==> src/verilog/umcl_consts.vh <==
// register offsets, bit positions and reset values of the modem control / line status block
`ifndef UMCL_CONSTS_VH
`define UMCL_CONSTS_VH
`define UMCL_ADDR_MODEM_CTL 3'h4
`define UMCL_ADDR_LINE_STAT 3'h5
`define UMCL_MCTL_RESET 8'h00
`define UMCL_MCTL_CLKDIV 7
`define UMCL_MCTL_IRMODE 6
`define UMCL_MCTL_XANY 5
`define UMCL_MCTL_LOOP 4
`define UMCL_MCTL_TRIGEN 2
`define UMCL_MCTL_RTS 1
`define UMCL_MCTL_DTR 0
`define UMCL_MCTL_GATED_MASK 8'he4
`define UMCL_MCTL_WR_MASK 8'hf7
`define UMCL_FEAT_WREN 4
`define UMCL_CHAR_W 8
`define UMCL_FLAG_W 3
`define UMCL_FLAG_LSB 8
`define UMCL_PRESCALE_DIV 2'h3
`define UMCL_FIFO_DEPTH 8
`define UMCL_FIFO_AW 3
`endif

==> src/verilog/umcl_top.v <==
// per-channel modem control and line status registers of a uart channel
`timescale 1ns/10ps
`default_nettype none
`include "umcl_consts.vh"
module umcl_top
#(
  parameter DEPTH = `UMCL_FIFO_DEPTH,
  parameter AW = `UMCL_FIFO_AW
)
(
  input wire sys_clk,
  input wire srst,
  input wire [2:0] reg_addr,
  input wire reg_wr,
  input wire reg_rd,
  input wire [7:0] reg_wdata,
  output reg [7:0] reg_rdata,
  input wire feat_wr_en,
  input wire rx_hold_rd,
  output reg [7:0] rx_hold_data,
  input wire rx_char_valid,
  input wire [7:0] rx_char,
  input wire rx_break,
  input wire rx_framing,
  input wire rx_parity,
  input wire tx_hold_empty,
  input wire tx_shift_empty,
  input wire tx_serial,
  input wire rx_pin,
  output reg rx_serial,
  input wire cts_n_pin,
  output reg cts_status,
  output reg dsr_status_loop,
  input wire auto_rts_en,
  input wire auto_rts_n,
  output reg rts_n_pin,
  input wire dtr_pin_sel,
  input wire pin_level_dtr,
  output reg dtr_n_pin,
  output reg baud_tick,
  output reg ir_mode,
  output reg xon_any,
  output reg trig_regs_en,
  output reg loopback
);
  localparam W = `UMCL_CHAR_W + `UMCL_FLAG_W;

  // =====================================================================
  // register index decode, shared by the write and read paths
  function hit;
    input [2:0] addr;
    input [2:0] idx;
    begin
      hit = (addr == idx);
    end
  endfunction

  // =====================================================================
  // modem control register
  reg [7:0] modem_control_register;
  wire wr_mctl;
  wire [7:0] mctl_mask;
  wire [7:0] next_mctl;
  assign wr_mctl = reg_wr && hit(reg_addr, `UMCL_ADDR_MODEM_CTL);
  // gated bits keep their value unless the feature write enable is up;
  // reserved bit 3 is never written, so it always reads back zero
  assign mctl_mask = feat_wr_en ? `UMCL_MCTL_WR_MASK :
    (`UMCL_MCTL_WR_MASK & ~`UMCL_MCTL_GATED_MASK);
  assign next_mctl = (reg_wdata & mctl_mask) | (modem_control_register & ~mctl_mask);
  always @(posedge sys_clk)
  begin
    if (srst)
      modem_control_register <= `UMCL_MCTL_RESET;
    else if (wr_mctl)
      modem_control_register <= next_mctl;
  end

  // single-bit views of the control fields
  wire clk_div4;
  wire ir_sel;
  wire any_resume;
  wire trig_sel;
  wire loop_on;
  wire rts_bit;
  wire dtr_bit;
  assign clk_div4 = modem_control_register[`UMCL_MCTL_CLKDIV];
  assign ir_sel = modem_control_register[`UMCL_MCTL_IRMODE];
  assign any_resume = modem_control_register[`UMCL_MCTL_XANY];
  assign trig_sel = modem_control_register[`UMCL_MCTL_TRIGEN];
  assign loop_on = modem_control_register[`UMCL_MCTL_LOOP];
  assign rts_bit = modem_control_register[`UMCL_MCTL_RTS];
  assign dtr_bit = modem_control_register[`UMCL_MCTL_DTR];

  // =====================================================================
  // prescaler
  wire pre_tick;
  umcl_prescaler u_pre
  (
    .sys_clk(sys_clk),
    .srst(srst),
    .div4(clk_div4),
    .tick(pre_tick)
  );

  // =====================================================================
  // receive fifo with per-character error flags
  wire [W-1:0] rx_entry;
  wire fifo_in_ready;
  wire fifo_out_valid;
  wire [W-1:0] fifo_out;
  wire [DEPTH-1:0] slot_used;
  wire [DEPTH*W-1:0] slot_data;
  wire fifo_pop;
  wire stat_rd;
  wire overrun_evt;
  reg overrun;
  assign fifo_pop = rx_hold_rd && fifo_out_valid;
  assign stat_rd = reg_rd && hit(reg_addr, `UMCL_ADDR_LINE_STAT);
  // a break stores a zero character whatever the receiver assembled
  assign rx_entry = {rx_break, rx_framing, rx_parity, rx_break ? 8'h00 : rx_char};
  // a full fifo refuses the character, which is the overrun
  assign overrun_evt = rx_char_valid && !fifo_in_ready;
  umcl_fifo
  #(
    .WIDTH(W),
    .DEPTH(DEPTH),
    .AW(AW)
  )
  u_fifo
  (
    .sys_clk(sys_clk),
    .srst(srst),
    .in_valid(rx_char_valid),
    .in_ready(fifo_in_ready),
    .in_data(rx_entry),
    .out_valid(fifo_out_valid),
    .out_ready(rx_hold_rd),
    .out_data(fifo_out),
    .slot_used(slot_used),
    .slot_data(slot_data)
  );

  // =====================================================================
  // error summary over every occupied slot
  wire [DEPTH-1:0] slot_err;
  wire any_err;
  genvar s;
  generate
    for (s = 0; s < DEPTH; s = s + 1)
    begin : err_scan
      assign slot_err[s] = slot_used[s] &&
        (slot_data[s*W+`UMCL_FLAG_LSB +: `UMCL_FLAG_W] != {`UMCL_FLAG_W{1'b0}});
    end
  endgenerate
  assign any_err = |slot_err;
  // flags of the character that the next data read will return
  wire [`UMCL_FLAG_W-1:0] head_flags;
  assign head_flags = fifo_out_valid ? fifo_out[W-1:`UMCL_FLAG_LSB] :
    {`UMCL_FLAG_W{1'b0}};

  // =====================================================================
  // overrun: a drop and a status read in one cycle keep the flag,
  // so the host never loses an overrun that it has not yet seen
  always @(posedge sys_clk)
  begin
    if (srst)
      overrun <= 1'b0;
    else if (overrun_evt)
      overrun <= 1'b1;
    else if (stat_rd)
      overrun <= 1'b0;
  end

  // =====================================================================
  // line status register
  wire [7:0] line_status_register;
  assign line_status_register = {
    any_err,
    tx_hold_empty && tx_shift_empty,
    tx_hold_empty,
    head_flags,
    overrun,
    fifo_out_valid
  };

  // =====================================================================
  // register read port; the host reads status before the data
  always @(posedge sys_clk)
  begin
    if (srst)
      reg_rdata <= 8'h00;
    else if (reg_rd)
    begin
      if (hit(reg_addr, `UMCL_ADDR_MODEM_CTL))
        reg_rdata <= modem_control_register;
      else if (hit(reg_addr, `UMCL_ADDR_LINE_STAT))
        reg_rdata <= line_status_register;
      else
        reg_rdata <= 8'h00;
    end
  end

  // popped character, held until the next pop
  always @(posedge sys_clk)
  begin
    if (srst)
      rx_hold_data <= 8'h00;
    else if (fifo_pop)
      rx_hold_data <= fifo_out[`UMCL_CHAR_W-1:0];
  end

  // =====================================================================
  // mode outputs, one register each
  always @(posedge sys_clk)
  begin
    if (srst)
      baud_tick <= 1'b0;
    else
      baud_tick <= pre_tick;
  end

  always @(posedge sys_clk)
  begin
    if (srst)
      ir_mode <= 1'b0;
    else
      ir_mode <= ir_sel;
  end

  always @(posedge sys_clk)
  begin
    if (srst)
      xon_any <= 1'b0;
    else
      xon_any <= any_resume;
  end

  always @(posedge sys_clk)
  begin
    if (srst)
      trig_regs_en <= 1'b0;
    else
      trig_regs_en <= trig_sel;
  end

  always @(posedge sys_clk)
  begin
    if (srst)
      loopback <= 1'b0;
    else
      loopback <= loop_on;
  end

  // =====================================================================
  // modem pins and loopback paths
  reg next_rx_serial;
  reg next_cts_status;
  reg next_dsr_status;
  reg next_rts_n;
  reg next_dtr_n;
  // in loopback the modem outputs stay inactive toward the line
  always @*
  begin
    next_rx_serial = rx_pin;
    next_cts_status = ~cts_n_pin;
    next_dsr_status = 1'b0;
    next_rts_n = ~rts_bit;
    next_dtr_n = pin_level_dtr;
    if (auto_rts_en)
      next_rts_n = auto_rts_n;
    if (dtr_pin_sel)
      next_dtr_n = ~dtr_bit;
    if (loop_on)
    begin
      next_rx_serial = tx_serial;
      next_cts_status = rts_bit;
      next_dsr_status = dtr_bit;
      next_rts_n = 1'b1;
      next_dtr_n = 1'b1;
    end
  end

  always @(posedge sys_clk)
  begin
    if (srst)
      rx_serial <= 1'b1;
    else
      rx_serial <= next_rx_serial;
  end

  always @(posedge sys_clk)
  begin
    if (srst)
      cts_status <= 1'b0;
    else
      cts_status <= next_cts_status;
  end

  always @(posedge sys_clk)
  begin
    if (srst)
      dsr_status_loop <= 1'b0;
    else
      dsr_status_loop <= next_dsr_status;
  end

  always @(posedge sys_clk)
  begin
    if (srst)
      rts_n_pin <= 1'b1;
    else
      rts_n_pin <= next_rts_n;
  end

  always @(posedge sys_clk)
  begin
    if (srst)
      dtr_n_pin <= 1'b1;
    else
      dtr_n_pin <= next_dtr_n;
  end
endmodule
`default_nettype wire

==> src/verilog/umcl_prescaler.v <==
// clock prescaler producing a baud-rate enable pulse, divide by one or four
`timescale 1ns/10ps
`default_nettype none
`include "umcl_consts.vh"
module umcl_prescaler
(
  input wire sys_clk,
  input wire srst,
  input wire div4,
  output reg tick
);
  reg [1:0] cnt;
  always @(posedge sys_clk)
  begin
    if (srst)
    begin
      cnt <= 2'h0;
      tick <= 1'b0;
    end
    else if (!div4)
    begin
      cnt <= 2'h0;
      tick <= 1'b1;
    end
    else
    begin
      cnt <= cnt + 2'h1;
      tick <= (cnt == `UMCL_PRESCALE_DIV);
    end
  end
endmodule
`default_nettype wire

==> src/verilog/umcl_fifo.v <==
// receive fifo holding a character with its error flags, flip-flop storage
`timescale 1ns/10ps
`default_nettype none
`include "umcl_consts.vh"
module umcl_fifo
#(
  parameter WIDTH = 11,
  parameter DEPTH = `UMCL_FIFO_DEPTH,
  parameter AW = `UMCL_FIFO_AW
)
(
  input wire sys_clk,
  input wire srst,
  input wire in_valid,
  output wire in_ready,
  input wire [WIDTH-1:0] in_data,
  output wire out_valid,
  input wire out_ready,
  output wire [WIDTH-1:0] out_data,
  output wire [DEPTH-1:0] slot_used,
  output wire [DEPTH*WIDTH-1:0] slot_data
);
  reg [WIDTH-1:0] mem [0:DEPTH-1];
  reg [AW-1:0] wr_ptr;
  reg [AW-1:0] rd_ptr;
  reg [AW:0] count;
  wire push;
  wire pop;
  localparam [AW:0] FULL = DEPTH;
  assign in_ready = (count != FULL);
  assign out_valid = (count != {(AW+1){1'b0}});
  assign out_data = mem[rd_ptr];
  assign push = in_valid && in_ready;
  assign pop = out_valid && out_ready;
  genvar g;
  generate
    for (g = 0; g < DEPTH; g = g + 1)
    begin : slots
      localparam [AW-1:0] SLOT = g;
      wire [AW-1:0] off;
      assign off = SLOT - rd_ptr;
      assign slot_used[g] = ({1'b0, off} < count);
      assign slot_data[g*WIDTH +: WIDTH] = mem[g];
    end
  endgenerate
  always @(posedge sys_clk)
  begin
    if (push)
      mem[wr_ptr] <= in_data;
  end
  always @(posedge sys_clk)
  begin
    if (srst)
    begin
      wr_ptr <= {AW{1'b0}};
      rd_ptr <= {AW{1'b0}};
      count <= {(AW+1){1'b0}};
    end
    else
    begin
      if (push)
        wr_ptr <= wr_ptr + 1'b1;
      if (pop)
        rd_ptr <= rd_ptr + 1'b1;
      if (push && !pop)
        count <= count + 1'b1;
      else if (pop && !push)
        count <= count - 1'b1;
    end
  end
endmodule
`default_nettype wire

==> config.mk <==
export PLATFORM = sky130hd
export DESIGN_NAME = umcl_top
export DESIGN_NICKNAME = d
export VERILOG_FILES = /design/src/verilog/umcl_top.v /design/src/verilog/umcl_prescaler.v /design/src/verilog/umcl_fifo.v
export VERILOG_INCLUDE_DIRS = /design/src /design/src/verilog
export SDC_FILE = /design/constraint.sdc
export NUM_CORES = 1
export LEC_CHECK = 0
export ABC_AREA = 1
export ABC_CLOCK_PERIOD_IN_PS = 3750
export BUFFER_PORTS_ARGS = -buffer_cell sky130_fd_sc_hd__buf_2
export CAP_MARGIN = 20
export CORE_MARGIN = 4
export CORE_UTILIZATION = 63
export CTS_CLUSTER_SIZE = 16
export DETAILED_ROUTE_END_ITERATION = 6
export PLACE_DENSITY = 0.85
export RECOVER_POWER = 50
export SLEW_MARGIN = 20
export SYNTH_ARGS = -nofsm -noshare
export SYNTH_HDL_FRONTEND = slang
export SYNTH_SLANG_ARGS = --single-unit
==> constraint.sdc <==
create_clock -name sys_clk -period 3.75 [get_ports sys_clk]
set_clock_uncertainty 0.05 [all_clocks]
set_input_delay 0.375 -clock sys_clk [delete_from_list [all_inputs] [get_ports sys_clk]]
set_output_delay 0.375 -clock sys_clk [all_outputs]
set_load 0.02 [all_outputs]
**Word-level counts from Yosys, hierarchy flattened**

Memories as Yosys holds them, arrays and structs flattened. A register that Yosys moved wholly into a read port is not among the register bits.
Cells that the tools add are included.
Widths: inputs -> output; s select.

- Logic and storage cells: 106
- Register bits after elaboration: 48
- Memory bits (writable): 88
- Memories: 1

Memory list:

| memory | depth | bits a word | read ports | clocked after Yosys merged registers in | wr ports | line | RTL |
|---|---|---|---|---|---|---|---|
| u_fifo.mem | 8 | 11 | 9 | 1 | 1 | umcl_fifo.v:23 | `reg [WIDTH-1:0] mem [0:DEPTH-1];` |

- Eq/ne operators: 4
- Reductions and logical operators: 34
- Bitwise gates (word level): 9
- Multiplexer cells: 18
- $add $sub $neg: 13
- Magnitude comparators: 8

Operators with widths:

| kind | count |
|---|---|
| $lt 3x4->1 | 8 |
| $mux 8 | 4 |
| $reduce_bool 3->1 | 8 |
| $and 8x8->8 | 2 |
| $logic_and 1x1->1 | 16 |
| $sub 3x3->3 const A | 4 |
| $mux 1 | 9 |
| $mux 3 | 3 |
| $mux 4 | 2 |
| $not 8->8 | 1 |
| $or 8x8->8 | 1 |
| $reduce_or 8->1 | 1 |
| $add 3x1->3 const B | 2 |
| $eq 3x3->1 const B | 2 |
| $reduce_or 2->1 | 3 |
| $sub 1x3->3 const A | 2 |
| $sub 2x3->3 const A | 2 |
| $not 1->1 | 5 |
| $add 4x1->4 const B | 1 |
| $ne 4x4->1 const B | 1 |
| $reduce_bool 2->1 | 2 |
| $reduce_bool 4->1 | 1 |
| $sub 4x1->4 const B | 1 |
| $logic_not 1->1 | 3 |
| 2 further kinds | 2 |

**Longest topological paths before layout**

- Depth in word-level cells: 6
- Mapped depth: 18
- Depth with buffers taken out: 17

**Modules after synthesis**

Synthesis repeated with hierarchy kept, for this count alone.

- Cell total of the unflattened synthesis: 640
- Area, all modules: 6130.9 sq um

Modules (own cells, without submodules):

| module | times used | sequential area each (sq um) | area each (sq um) | cells each |
|---|---|---|---|---|
| umcl_fifo | 1 | 2902.8 | 4571.9 | 418 |
| umcl_top | 1 | 680.7 | 1458.9 | 211 |
| umcl_prescaler | 1 | 60.1 | 100.1 | 11 |

**Worst setup path before layout**

No wires, ideal clock.

- Kind: register to register
- Start: reg u_fifo.count[0]
- End: reg u_fifo.count[3]
- Path slack: 1.578 ns
- Data arrival time: 2.009 ns
- Buffers on the path: 0
- Library setup time: 0.113 ns
- Stages on the path, launching flop included: 16
- Data required time: 3.587 ns
- Path through: dfxtp_1 or2_4 nor3_4 nor2_4 clkinv_2 ha_1 inv_1 ha_1 nand2_1 nand2_1 a21oi_1 nor2_1 nor2_1 nand2_1 nor2_1 nor2_1

- Word-level cells in the longest chain between the ends: 5

RTL lines:

| what | line | RTL |
|---|---|---|
| start: declaration | umcl_fifo.v:26 | `reg [AW:0] count;` |
| start signal: assignment | umcl_fifo.v:57 | `count <= {(AW+1){1'b0}};` |
| start signal: assignment | umcl_fifo.v:66 | `count <= count + 1'b1;` |
| start signal: assignment | umcl_fifo.v:68 | `count <= count - 1'b1;` |
| parallel branches: the longest is 5 deep, another holds $sub 4x1->4 | n/a |  |

Several ways; the timed one is not identified. The select of a mux whose other input is x is not followed.
A chain may end at the register's enable or synchronous reset.

**Final worst setup path**

- Start: reg u_fifo.count[3]
- End: reg u_fifo.count[3]

The elaborated chain is that of the path after synthesis.

==> out/qor.txt <==
MaxCap Viol Count = 0
Met3 Track Usage GR = 7.35%
HP Class = in2reg
Worst path slowest cell = dfxtp_1
Ant diodes = 0
DIE AREA = 11200 um^2
Pin count of the biggest net entering global routing = 50
Critical Path Most Common Cell = nand2_1
Routed WL per cell = 16.7 um
CTS tree = yes
Static Leak = 0.00279 uW
Syn Nets = 664
H-tree levels = 4
Max clock buf depth = 2
Root Driver = clkbuf_8
Initial DRC count = 567
Num rows = 35
Fin. max-slew vios = 0
Cts hold-fix bufs = 1
Routed wire length = 13.6 mm
GR Util met1 = 30.7%
First-pass GRT wire length = 21.6 mm
Seq/Total Area, Yosys = 60.4%
Cell family with the largest share of critical-path delay = simple AND/OR/NAND/NOR gates
TNS Setup = 0 ns
Data arrival time of the worst path = 3.50 ns
Residual DRC = 0
Met2 Use GR = 42.8%
RSZ-0062 raised after global routing = false
Clock period minus worst slack = 3.08 ns
Max frequency = 0.325 GHz
Number of iterations in the first detailed-routing pass = 6
Cells after Synth = 606
Yosys reg bits = 138
Boundary Pins = 64
Nets = 731
Sink Count = 138
CP Cell Sequence = nor3_4 > nor2_4 > clkinv_2 > ha_1 > inv_1 > ha_1 > nand2_1 > nand2_1 > a21oi_1 > nor2_1 > nor2_1 > nand2_1 > nand2_1 > nand2_1 > nor2_1
Vias per inst = 5.63
Die width = 106 um
CP required = 4.17 ns
Cell Pwr Density = 713 nW/um^2
Hold violation count in the final report = 0
Tot Pwr = 4970 uW
GP Congestion = 0.813
Initial antenna violation count = 0
Slew @ Worst Pin = 1.16 ns
Status = complete, no violations
Fin crit share = 82.1%
Critical path type = reg2reg
Initial Util = 65.0%
Cell variety after synth = 35
Area Growth Syn to Fin = 15.3%
Post-CTS Setup Bufs = 0
Clock Latency Late Sink = 0.53 ns
CP max FO = 17
Fraction of layout cells with a size suffix above 1 = 15.3%
Tot GR Track Use = 25.1%
Port-buffer cells = 62
Detailed placer's ending HPWL = 8.55 mm
Clock transition at path regs = 0.07 ns
Core area = 9280 um^2
Peak VDD IR = 0.343 mV
Busiest grt layer = met2
Worst Path Buf+Inv = 2
Final ANT Viol Nets = 0
CP max stage delay = 0.71 ns
Syn Std Cell Area = 6040 um^2
Syn_area_per_cell = 9.96 um^2
Vias in the first global route = 4422
Yosys warns = 0
Overflow after GRT = 0
Total CTS buffers = 17
CTS resizes = 0
Final setup vio count = 0
Die Y = 106 um
Crit start category = flip-flop
Rel. slew slack = 22.4%
Vias = 4589
Worst setup EP type = flip-flop
-- cell type report --
| class | instances | area [um^2] |
|---|---|---|
| clock buffer | 18 | 418 |
| clock inverter | 14 | 129 |
| fill | 598 | 2320 |
| inverter | 74 | 279 |
| multi-input combinational | 371 | 1970 |
| sequential | 138 | 3640 |
| tap | 129 | 161 |
| timing repair buffer | 71 | 357 |
-- sequential cells by signal, summed over array words and instances, names as in the netlist, 2 cells and up, named ones only --
name                    flops
reg_rdata                   8
u_fifo.rd_ptr               3
u_pre.cnt                   2
modem_control_register      3
u_fifo.count                4
u_fifo.wr_ptr               3
rx_hold_data                8
u_fifo.mem                 88
-- worst paths after layout --
path | from | end | slack, ns | cells past startpoint
setup / recovery | u_fifo.count[3] | u_fifo.count[3] | 0.67 | 15
setup reg to reg | u_fifo.count[3] | u_fifo.count[3] | 0.67 | 15
hold reg to reg | u_pre.tick | baud_tick | 0.36 | 2
hold / removal | tx_serial | rx_serial | 0.01 | 2
-- metrics by stage --
stage          utilization (%)  hold WS (ns)  area [um^2]  std cells  setup WS (ns)
6_report                  75.0        0.0117         6960        815          0.670
5_1_grt                   75.0        0.0136         6960        815          0.395
4_1_cts                   75.2       0.00743         6990        815          0.707
3_5_place_dp              69.2         0.350         6430        782          0.698
3_3_place_gp              69.2         0.346         6430        782          0.885
2_1_floorplan                -         0.338         6040        606           1.58
-- layer usage --
layer  vias up  share of wire (%)  wire, um
li1       2180                  -         -
met1      2134                 40      5500
met2       231                 48      6590
met3        44                8.9      1210
met4         0                2.3       308
met5         -                  0         0
-- cell families after synthesis --
family | share of synthesized area [%]
fa+ha+maj | 4.27
simple gates | 14.0
xor+xnor | 0.726
buf+inv | 6.92
flops | 60.4
compound gates | 13.8
-- worst reg2reg max path: stages, from the launching register on --
cell	delay, ns
dfxtp_1	0.71
nor3_4	0.10
nor2_4	0.43
clkinv_2	0.26
ha_1	0.31
inv_1	0.13
ha_1	0.25
nand2_1	0.08
nand2_1	0.06
a21oi_1	0.18
nor2_1	0.08
nor2_1	0.08
nand2_1	0.07
nand2_1	0.06
nand2_1	0.05
nor2_1	0.11
-- Yosys cell counts (all sizes together) --
master  instances  area share (%)
o22a            1            0.15
buf            18             2.0
nand3          11            0.91
o211ai         21             3.2
fa              1            0.33
o22ai           1            0.10
xnor2           1            0.15
nor3            7            0.95
clkbuf          5            0.31
o221ai          2            0.29
a21oi          35             3.3
a22oi           1            0.12
and3            1            0.10
nand2          67             4.2
clkinv          2            0.14
or2             1            0.15
o21ai          73             6.1
edfxtp         88              44
nor2          120             7.6
a31oi           5            0.52
dfxtp          50              17
ha             19             3.9
inv            72             4.5
xor2            4            0.58
-- cells in the final DEF (no fill, tap or decap), drive strengths merged --
cell type / n
clkinv: 5
o22a: 1
nor3: 7
clkbuf: 37
dfxtp: 50
dlygate4sd3: 1
xor2: 4
fa: 1
a31oi: 5
o21ai: 73
and3: 1
buf: 51
o211ai: 21
ha: 19
xnor2: 1
a22oi: 1
a21oi: 35
nand3: 11
o221ai: 2
nand2: 67
clkinvlp: 3
o22ai: 1
inv: 80
or2: 1
edfxtp: 88
nor2: 120
-- report_power, final --
part	total, uW	switching (uW)	leakage (uW)	internal [uW]
Clock	1530	689	0.000261	840
Combinational	1530	990	0.00131	538
Sequential	1910	146	0.00122	1760
(Power assumes the default switching activity.)
